==> config.mk <==
export PLATFORM = sky130hd
export DESIGN_NAME = rpm_power_mode_controller
export DESIGN_NICKNAME = d
export VERILOG_FILES = /design/src/pkg/rpm_pkg.sv /design/src/hw/rpm_power_mode_controller.sv
export SDC_FILE = /design/constraint.sdc
export NUM_CORES = 1
export LEC_CHECK = 0
export CAP_MARGIN = 20
export CORE_MARGIN = 2
export CORE_UTILIZATION = 23
export CTS_CLUSTER_DIAMETER = 80
export DETAILED_ROUTE_END_ITERATION = 16
export DONT_BUFFER_PORTS = 1
export PLACE_DENSITY_LB_ADDON = 0.08
export SLEW_MARGIN = 20
export SYNTH_ARGS = -nofsm -noshare
export SYNTH_HDL_FRONTEND = slang
export SYNTH_SLANG_ARGS = --single-unit
==> constraint.sdc <==
create_clock -name core_clk -period 3.7 [get_ports core_clk]
set_clock_uncertainty 0.1 [all_clocks]
set_input_delay 0.555 -clock core_clk [delete_from_list [all_inputs] [get_ports core_clk]]
set_output_delay 0.555 -clock core_clk [all_outputs]
set_load 0.05 [all_outputs]
==> src/pkg/rpm_pkg.sv <==
package rpm_pkg;
   localparam int unsigned CLK_HZ = 200000000;
   localparam int unsigned DWELL_S = 30;
   localparam int unsigned RTC_PERIOD_S = 300;
   localparam longint unsigned DWELL_CYCLES = longint'(DWELL_S) * CLK_HZ;
   localparam longint unsigned RTC_CYCLES = longint'(RTC_PERIOD_S) * CLK_HZ;
   localparam int GRANT_W = 8;
   localparam int CNT_W = 40;
   // register map
   localparam logic [3:0] ADDR_CTRL = 4'h0;
   localparam logic [3:0] ADDR_WAKE_SEL = 4'h1;
   localparam logic [3:0] ADDR_GRANT = 4'h2;
   localparam logic [3:0] ADDR_ARM = 4'h3;
   localparam logic [3:0] ADDR_STATUS = 4'h4;
   localparam logic [3:0] ADDR_WAKE_FLAG = 4'h5;
   localparam logic [3:0] ADDR_APP_TIMER = 4'h6;
   localparam logic [3:0] ADDR_SSW = 4'h7;
   // ctrl bits
   localparam int CTRL_PM_EN = 0;
   localparam int CTRL_SSW_APP = 1;
   localparam int CTRL_AO_SET = 2;
   localparam int CTRL_TASKS_IDLE = 3;
   localparam logic [31:0] CTRL_RESET = 32'h0000_0000;
   // wake source bit positions
   localparam int NWAKE = 9;
   localparam int WK_DI_A = 0;
   localparam int WK_DI_B = 1;
   localparam int WK_DI_C = 2;
   localparam int WK_BUTTON = 3;
   localparam int WK_PORT1 = 4;
   localparam int WK_PORT2 = 5;
   localparam int WK_RADIO = 6;
   localparam int WK_RTC = 7;
   localparam int WK_APP = 8;
   localparam logic [8:0] WAKE_SEL_RESET = 9'h000;
   // grant register commands
   localparam int GRANT_TAKE = 0;
   localparam int GRANT_GIVE = 1;
   // supply output bits
   localparam int SUP_RADIO = 0;
   localparam int SUP_AI = 1;
   localparam int SUP_AO = 2;
   localparam int SUP_SSW = 3;
   localparam int SUP_PERIPH = 4;
   localparam int SUP_PORT1 = 5;
   localparam int SUP_PORT2 = 6;
   localparam logic [6:0] SUP_ALL_ON = 7'h7F;
   typedef enum logic [2:0] {
      RPM_RUN = 3'b001,
      RPM_IDLE = 3'b010,
      RPM_LOW = 3'b100
   } rpm_state_t;
endpackage

==> src/hw/rpm_power_mode_controller.sv <==
`timescale 1ns/100ps
module rpm_power_mode_controller
   import rpm_pkg::*;
#(
   parameter longint unsigned DWELL_COUNT = rpm_pkg::DWELL_CYCLES,
   parameter longint unsigned RTC_COUNT = rpm_pkg::RTC_CYCLES
)
(
   input wire logic core_clk,
   input wire logic reset_n,
   input wire logic [3:0] reg_addr,
   input wire logic [31:0] reg_wdata,
   input wire logic reg_wr,
   input wire logic reg_rd,
   output logic [31:0] reg_rdata,
   input wire logic wake_digital_input_a,
   input wire logic wake_digital_input_b,
   input wire logic wake_digital_input_c,
   input wire logic push_button,
   input wire logic port1_rx_activity,
   input wire logic port2_rx_activity,
   input wire logic radio_channel_active,
   input wire logic supply_below_low,
   input wire logic supply_above_high,
   output logic supply_radio_en,
   output logic supply_ai_en,
   output logic supply_ao_en,
   output logic supply_ssw_en,
   output logic supply_periph_en,
   output logic supply_port1_en,
   output logic supply_port2_en,
   output logic solid_state_switch_a,
   output logic solid_state_switch_b,
   output logic [1:0] power_state,
   output logic wake_irq_pulse
);
   import rpm_pkg::*;

   localparam int NPIN = 9;
   rpm_state_t state;
   rpm_state_t next_state;
   rpm_state_t saved_state;
   logic [31:0] ctrl;
   logic [8:0] wake_sel;
   logic [8:0] wake_arm;
   logic [8:0] wake_flag;
   logic [GRANT_W-1:0] grant_cnt;
   logic [CNT_W-1:0] dwell_cnt;
   logic [CNT_W-1:0] rtc_cnt;
   logic [31:0] app_timer;
   logic [1:0] ssw_app;
   logic [NPIN-1:0] pin_meta;
   logic [NPIN-1:0] pin_sync;
   logic [NPIN-1:0] pin_last;
   logic [8:0] wake_raw;
   logic [8:0] wake_hit;
   logic rtc_tick;
   logic app_tick;
   logic idle_ok;
   logic low_supply;
   logic high_supply;
   logic [8:0] wake_need;
   logic [1:0] sync_fill;
   logic edges_ok;

   function automatic logic sel(input logic [3:0] a, input logic [3:0] b);
      sel = (a == b);
   endfunction

   // two-bit mode code on the pins: 0 run, 1 idle sleep, 2 low power sleep
   function automatic logic [1:0] mode_code(input rpm_state_t s);
      case (s)
         RPM_IDLE: mode_code = 2'h1;
         RPM_LOW: mode_code = 2'h2;
         default: mode_code = 2'h0;
      endcase
   endfunction

   // two-flop synchronisers for all pins, edge detection compares the second stage with a third, pin_last
   always_ff @(posedge core_clk or negedge reset_n)
   begin
      if (!reset_n)
      begin
         pin_meta <= '0;
         pin_sync <= '0;
         pin_last <= '0;
      end
      else
      begin
         pin_meta <= {supply_above_high, supply_below_low, radio_channel_active,
                      port2_rx_activity, port1_rx_activity, push_button,
                      wake_digital_input_c, wake_digital_input_b, wake_digital_input_a};
         pin_sync <= pin_meta;
         pin_last <= pin_sync;
      end
   end

   // edges count only once the chain holds real pin levels; a pin resting
   // high through reset would otherwise pass for a fresh event
   always_ff @(posedge core_clk or negedge reset_n)
   begin
      if (!reset_n)
         sync_fill <= 2'h0;
      else if (sync_fill != 2'h3)
         sync_fill <= sync_fill + 2'h1;
   end

   assign edges_ok = (sync_fill == 2'h3);
   assign low_supply = pin_sync[7];
   assign high_supply = pin_sync[8];
   // sources picked by software or armed by a task both count as selected
   assign wake_need = wake_sel | wake_arm;
   assign rtc_tick = (rtc_cnt == CNT_W'(RTC_COUNT - 1));
   assign app_tick = (app_timer == 32'h0000_0001);

   always_comb
   begin
      wake_raw = '0;
      for (int i = 0; i < 3; i++)
      begin
         wake_raw[i] = pin_sync[i] ^ pin_last[i];
      end
      wake_raw[WK_BUTTON] = pin_sync[3] & ~pin_last[3];
      wake_raw[WK_PORT1] = pin_sync[4] & ~pin_last[4];
      wake_raw[WK_PORT2] = pin_sync[5] & ~pin_last[5];
      wake_raw[WK_RADIO] = pin_sync[6] & ~pin_last[6];
      wake_raw[WK_RTC] = rtc_tick;
      wake_raw[WK_APP] = app_tick;
      if (!edges_ok)
      begin
         wake_raw[WK_RADIO:WK_DI_A] = 7'h00;
      end
      // button and rtc tick always count, others need selection or arming
      wake_hit = wake_raw & wake_need;
      wake_hit[WK_BUTTON] = wake_raw[WK_BUTTON];
      wake_hit[WK_RTC] = wake_raw[WK_RTC];
   end

   // software tells us tasks are idle; grant count must also be zero
   assign idle_ok = ctrl[CTRL_PM_EN] & ctrl[CTRL_TASKS_IDLE]
                    & (grant_cnt == '0)
                    & ~|(wake_raw & wake_arm)
                    & (dwell_cnt == '0)
                    & ~|wake_flag;

   always_comb
   begin
      next_state = state;
      case (state)
         RPM_RUN:
         begin
            if (low_supply)
               next_state = RPM_LOW;
            else if (idle_ok)
               next_state = RPM_IDLE;
         end
         RPM_IDLE:
         begin
            if (low_supply)
               next_state = RPM_LOW;
            else if (|wake_hit)
               next_state = RPM_RUN;
         end
         RPM_LOW:
         begin
            if (high_supply && !low_supply)
               next_state = saved_state;
         end
         // an illegal code falls back to run, the safe mode
         default:
            next_state = RPM_RUN;
      endcase
   end

   always_ff @(posedge core_clk or negedge reset_n)
   begin
      if (!reset_n)
      begin
         state <= RPM_RUN;
         saved_state <= RPM_RUN;
      end
      else
      begin
         state <= next_state;
         // remember where low supply struck so recovery returns there
         if (state != RPM_LOW && next_state == RPM_LOW)
            saved_state <= state;
      end
   end

   // dwell after button wake, free-running rtc tick
   always_ff @(posedge core_clk or negedge reset_n)
   begin
      if (!reset_n)
      begin
         dwell_cnt <= '0;
         rtc_cnt <= '0;
      end
      else
      begin
         rtc_cnt <= rtc_tick ? '0 : rtc_cnt + CNT_W'(1);
         if (state == RPM_IDLE && wake_raw[WK_BUTTON])
            dwell_cnt <= CNT_W'(DWELL_COUNT);
         else if (dwell_cnt != '0)
            dwell_cnt <= dwell_cnt - CNT_W'(1);
      end
   end

   // register writes
   always_ff @(posedge core_clk or negedge reset_n)
   begin
      if (!reset_n)
      begin
         ctrl <= CTRL_RESET;
         wake_sel <= WAKE_SEL_RESET;
         wake_arm <= '0;
         app_timer <= '0;
         ssw_app <= '0;
      end
      else
      begin
         if (reg_wr && sel(reg_addr, ADDR_CTRL))
            ctrl <= reg_wdata;
         if (reg_wr && sel(reg_addr, ADDR_WAKE_SEL))
            wake_sel <= reg_wdata[8:0];
         if (reg_wr && sel(reg_addr, ADDR_ARM))
            wake_arm <= reg_wdata[8:0];
         if (reg_wr && sel(reg_addr, ADDR_SSW))
            ssw_app <= reg_wdata[1:0];
         // a fresh load wins over the countdown in progress
         if (reg_wr && sel(reg_addr, ADDR_APP_TIMER))
            app_timer <= reg_wdata;
         else if (app_timer != '0)
            app_timer <= app_timer - 32'h0000_0001;
      end
   end

   // grant counter: take and give may both come in one write
   always_ff @(posedge core_clk or negedge reset_n)
   begin
      if (!reset_n)
         grant_cnt <= '0;
      else if (reg_wr && sel(reg_addr, ADDR_GRANT))
      begin
         if (reg_wdata[GRANT_TAKE] && !reg_wdata[GRANT_GIVE] && grant_cnt != '1)
            grant_cnt <= grant_cnt + GRANT_W'(1);
         else if (reg_wdata[GRANT_GIVE] && !reg_wdata[GRANT_TAKE] && grant_cnt != '0)
            grant_cnt <= grant_cnt - GRANT_W'(1);
      end
   end

   // per-source task flags; set wins over write-one-to-clear
   always_ff @(posedge core_clk or negedge reset_n)
   begin
      if (!reset_n)
      begin
         wake_flag <= '0;
         wake_irq_pulse <= 1'b0;
      end
      else
      begin
         // low power sleep drops all events
         if (state == RPM_LOW)
         begin
            wake_flag <= wake_flag & ~((reg_wr && sel(reg_addr, ADDR_WAKE_FLAG)) ?
                         reg_wdata[8:0] : 9'h000);
            wake_irq_pulse <= 1'b0;
         end
         else
         begin
            // independent of enable bit
            wake_flag <= (wake_flag & ~((reg_wr && sel(reg_addr, ADDR_WAKE_FLAG)) ?
                         reg_wdata[8:0] : 9'h000)) | (wake_raw & wake_arm);
            wake_irq_pulse <= |(wake_raw & wake_arm);
         end
      end
   end

   // supplies and switches, all registered
   always_ff @(posedge core_clk or negedge reset_n)
   begin
      if (!reset_n)
      begin
         {supply_port2_en, supply_port1_en, supply_periph_en, supply_ssw_en,
          supply_ao_en, supply_ai_en, supply_radio_en} <= SUP_ALL_ON;
         solid_state_switch_a <= 1'b0;
         solid_state_switch_b <= 1'b0;
         power_state <= 2'h0;
      end
      else
      begin
         power_state <= mode_code(next_state);
         if (next_state == RPM_RUN)
         begin
            // run trades current for every port being ready at once
            {supply_port2_en, supply_port1_en, supply_periph_en, supply_ssw_en,
             supply_ao_en, supply_ai_en, supply_radio_en} <= SUP_ALL_ON;
         end
         else
         begin
            // rail kept for any source needing peripherals; low mode keeps nothing
            supply_radio_en <= (next_state == RPM_IDLE) && wake_need[WK_RADIO];
            supply_ai_en <= 1'b0;
            supply_ao_en <= (next_state == RPM_IDLE) && ctrl[CTRL_AO_SET];
            supply_ssw_en <= 1'b0;
            supply_periph_en <= (next_state == RPM_IDLE) && |wake_need[2:0];
            supply_port1_en <= (next_state == RPM_IDLE) && wake_need[WK_PORT1];
            supply_port2_en <= (next_state == RPM_IDLE) && wake_need[WK_PORT2];
         end
         if (next_state == RPM_LOW)
         begin
            solid_state_switch_a <= 1'b0;
            solid_state_switch_b <= 1'b0;
         end
         else if (ctrl[CTRL_SSW_APP])
         begin
            solid_state_switch_a <= ssw_app[0];
            solid_state_switch_b <= ssw_app[1];
         end
         else
         begin
            solid_state_switch_a <= (next_state == RPM_RUN);
            solid_state_switch_b <= (next_state == RPM_RUN);
         end
      end
   end

   // read port, data one cycle after strobe; unmapped reads zero
   always_ff @(posedge core_clk or negedge reset_n)
   begin
      if (!reset_n)
         reg_rdata <= '0;
      else if (reg_rd)
      begin
         case (reg_addr)
            ADDR_CTRL: reg_rdata <= ctrl;
            ADDR_WAKE_SEL: reg_rdata <= {23'h0, wake_sel};
            ADDR_GRANT: reg_rdata <= {24'h0, grant_cnt};
            ADDR_ARM: reg_rdata <= {23'h0, wake_arm};
            ADDR_STATUS: reg_rdata <= {27'h0, (dwell_cnt != '0), state, low_supply};
            ADDR_WAKE_FLAG: reg_rdata <= {23'h0, wake_flag};
            ADDR_APP_TIMER: reg_rdata <= app_timer;
            ADDR_SSW: reg_rdata <= {30'h0, ssw_app};
            default: reg_rdata <= 32'h0000_0000;
         endcase
      end
      else
         reg_rdata <= '0;
   end
endmodule

==> flow_metrics.env <==
export IMPL_core_area_um2=51400
export IMPL_final_area_um2=14200
export IMPL_p_per_area_nw_per_um2=600
export IMPL_violations="negative hold slack"
export IMPL_synth_edf_count=0
export IMPL_slew_headroom_pct=30.8
export IMPL_yosys_most_used_dff="dfrtp_1"
export IMPL_place_congestion=0.737
export IMPL_die_area_um2=53900
export IMPL_cellLeakagePower_nw=5.92
export IMPL_rsz0062_at_grt="no"
export IMPL_tightest_slew_ns=1.03
export IMPL_ioPinCount=93
export IMPL_crit_fanout=9
export IMPL_arrival_ns=3.60
export IMPL_area_delta_synth_final_pct=18.7
export IMPL_drv_slew=0
export IMPL_cts_sinks=257
export IMPL_track_usage_pct=13.9
export IMPL_dp_worst_setup_slack_ns=0.373
export IMPL_layout_nets=1222
export IMPL_routedWlPerCell_um=19.3
export IMPL_firstDrtPassIters=5
export IMPL_p_total_mw=8.52
export IMPL_n_fill_cell=5436
export IMPL_drc=0
export IMPL_die_width_um=232
export IMPL_setup_ws_ns=0.441
export IMPL_irDropWorstVdd_mv=0.250
export IMPL_grt_pass1_wl_um=57500
export IMPL_endpoint="solid_state_switch_b"
export IMPL_cts_root_buf="clkbuf_16"
export IMPL_start_util_pct=23.3
export IMPL_synthTopCellsByArea="dfrtp_1 52%, mux2_2 5.6%, xnor2_1 4.1%, nor2_1 4.0%, nand2_1 3.0%"
export IMPL_syn_instance_count=1118
export IMPL_dp_hpwl_um=24400
export IMPL_worstSkewPairLatency_ns=0.54
export IMPL_synth_avg_cell_area_um2=10.7
export IMPL_r2r_cells=7
export IMPL_cts_hold_buf=26
export IMPL_yosysMostFrequentCell="dfrtp_1"
export IMPL_cp_start_kind="flop"
export IMPL_max_freq_mhz=307
export IMPL_reg2reg_setup_slack_ns=0.44
export IMPL_portBuffers=0
export IMPL_vias=8608
export IMPL_finalSetupViolations=0
export IMPL_post_cts_setup_buffers=0
export IMPL_dpl_cell_area_um2=12800
export IMPL_cts_buffers=35
export IMPL_routed_wirelength_um=36000
export IMPL_critPathKind="reg2reg"
export IMPL_ys_seq_elements=257
export IMPL_grt_max_degree=258
export IMPL_drtAntennaViolNets=0
export IMPL_clk_pin_slew_ns=0.06
export IMPL_timing_rr_end="solid_state_switch_b"
export IMPL_status="finished, violations left"
export IMPL_tns_ns=0
export IMPL_ys_types=70
export IMPL_min_period_ns=3.26
export IMPL_ys_warn_count=0
export IMPL_cts_tree="yes"
export IMPL_yosysTopAreaCell="dfrtp_1"
export IMPL_overflow=0
export IMPL_synth_common_cells="249 x dfrtp_1, 126 x nor2_1, 96 x nand2_1"
export IMPL_ctsResizeCount=0
export IMPL_die_h_um=232
export IMPL_cts_path_max_buffers=3
export IMPL_synth_net_count=1180
export IMPL_grt_pass1_vias=9103
export IMPL_maxCapViolations=0
export IMPL_synthArstFlopShare_pct=100
export IMPL_whs_ns=-0.343
export IMPL_grt_antenna_before_repair=1
export IMPL_ys_seq_area_share_pct=53.8
export IMPL_synth_top_area_share_pct=52.1
export IMPL_hold_path_class="in2async"
export IMPL_worstPathRequired_ns=4.04
export IMPL_cp_end_kind="flop"
export IMPL_rows=83
export IMPL_vias_per_cell=4.61
export IMPL_fin_crit_sh_pct=88.1
export IMPL_hold_viol=256
export IMPL_syn_area_um2=12000
export IMPL_cts_max_level=2
export IMPL_worstReg2RegStart="app_timer[18]"
export IMPL_dr_first_iter_drc_count=473
export IMPL_layout_drive_gt1_share_pct=14.5
export IMPL_startpoint="app_timer[18]"
[sequential cells by signal (all words and copies together), names as in the netlist, 2 cells and up]
| name | flops |
|---|---|
| wake_flag | 9 |
| pin_meta | 9 |
| reg_rdata | 32 |
| grant_cnt | 8 |
| saved_state | 3 |
| pin_last | 7 |
| dwell_cnt | 40 |
| ssw_app | 2 |
| sync_fill | 2 |
| state | 3 |
| wake_sel | 9 |
| power_state | 2 |
| app_timer | 32 |
| pin_sync | 9 |
| wake_arm | 9 |
| rtc_cnt | 40 |
| ctrl | 32 |
[report_power, final]
group / internal (mW) / total (mW) / switching (mW)
clock network: 1.97 / 3.30 / 1.33
logic: 0.629 / 1.26 / 0.630
registers: 3.25 / 3.96 / 0.713
total: 5.85 / 8.52 / 2.67
[layout make-up]
cell class              instances  area (µm²)  share of cell area (%)
flip-flops and latches        257        6440                    45.3
multi-input cells             797        5280                    37.2
clock buffers                  48        1000                    7.07
well taps                     680         851                    5.99
repair buffers                 53         463                    3.26
clock inverters                13         105                   0.740
inverters                      16        60.1                   0.423
diodes                          2        5.00                  0.0352
[through the flow]
step / utilization, % / std cells
finish: 27.6 / 1866
global route: 27.6 / 1864
CTS: 27.6 / 1864
detailed placement: 25.0 / 1777
global placement: 25.0 / 1777
floorplan: - / 1118
[critical path, cell delays in order, from the launching register on]
cell	delay, ns
dfrtp_1	0.43
nor4_1	0.64
and4b_1	0.56
nand2_1	0.11
o32a_1	0.24
and4_1	0.29
or3_1	0.50
o31ai_1	0.27
[cells by family (layout without fill, tap and decap cells)]
logic type / after synthesis / count (layout) / share of synthesized area, %
multiplexers: 68 / 68 / 6.30
flip-flops: 257 / 257 / 53.8
adder cells (fa/ha/maj): 13 / 13 / 1.42
XOR/XNOR: 94 / 94 / 6.88
AND/OR/NAND/NOR: 441 / 441 / 19.2
buffers and inverters: 64 / 130 / 2.25
other: 0 / 2 / 0
AO/OA/AOI/OAI: 181 / 181 / 10.2
[layer usage]
metal	global-route usage [%]	wire length, µm	part of all wire (%)
met5	0	0	0
met4	3.89	744	2.1
met3	3.47	1790	5.0
met2	20.6	15900	44
met1	19.8	17600	49
[cell usage in the layout (no fill, tap or decap), drive strengths merged, types with 19 or more instances in the layout]
cell type	netlist	routed
dfrtp	249	249
nor2	126	126
nand2	96	96
mux2	59	59
xnor2	56	56
clkbuf	39	48
a22oi	47	47
o21ai	46	46
xor2	38	38
nor4	32	32
nand3	30	30
a21oi	29	29
buf	9	27
nor3	27	27
dlygate4sd3	0	26
inv	16	20
nand4	19	19
[worst min path at each step]
stage | from | end | depth (start not counted)
after floorplan | reset_n | app_timer[0] | 0
after global placement | reset_n | power_state[0] | 0
after detailed placement | reset_n | power_state[0] | 0
after CTS | reset_n | power_state[0] | 0
after global routing | reset_n | grant_cnt[2] | 0
final | reset_n | solid_state_switch_b | 0
(Power assumes the default switching activity.)
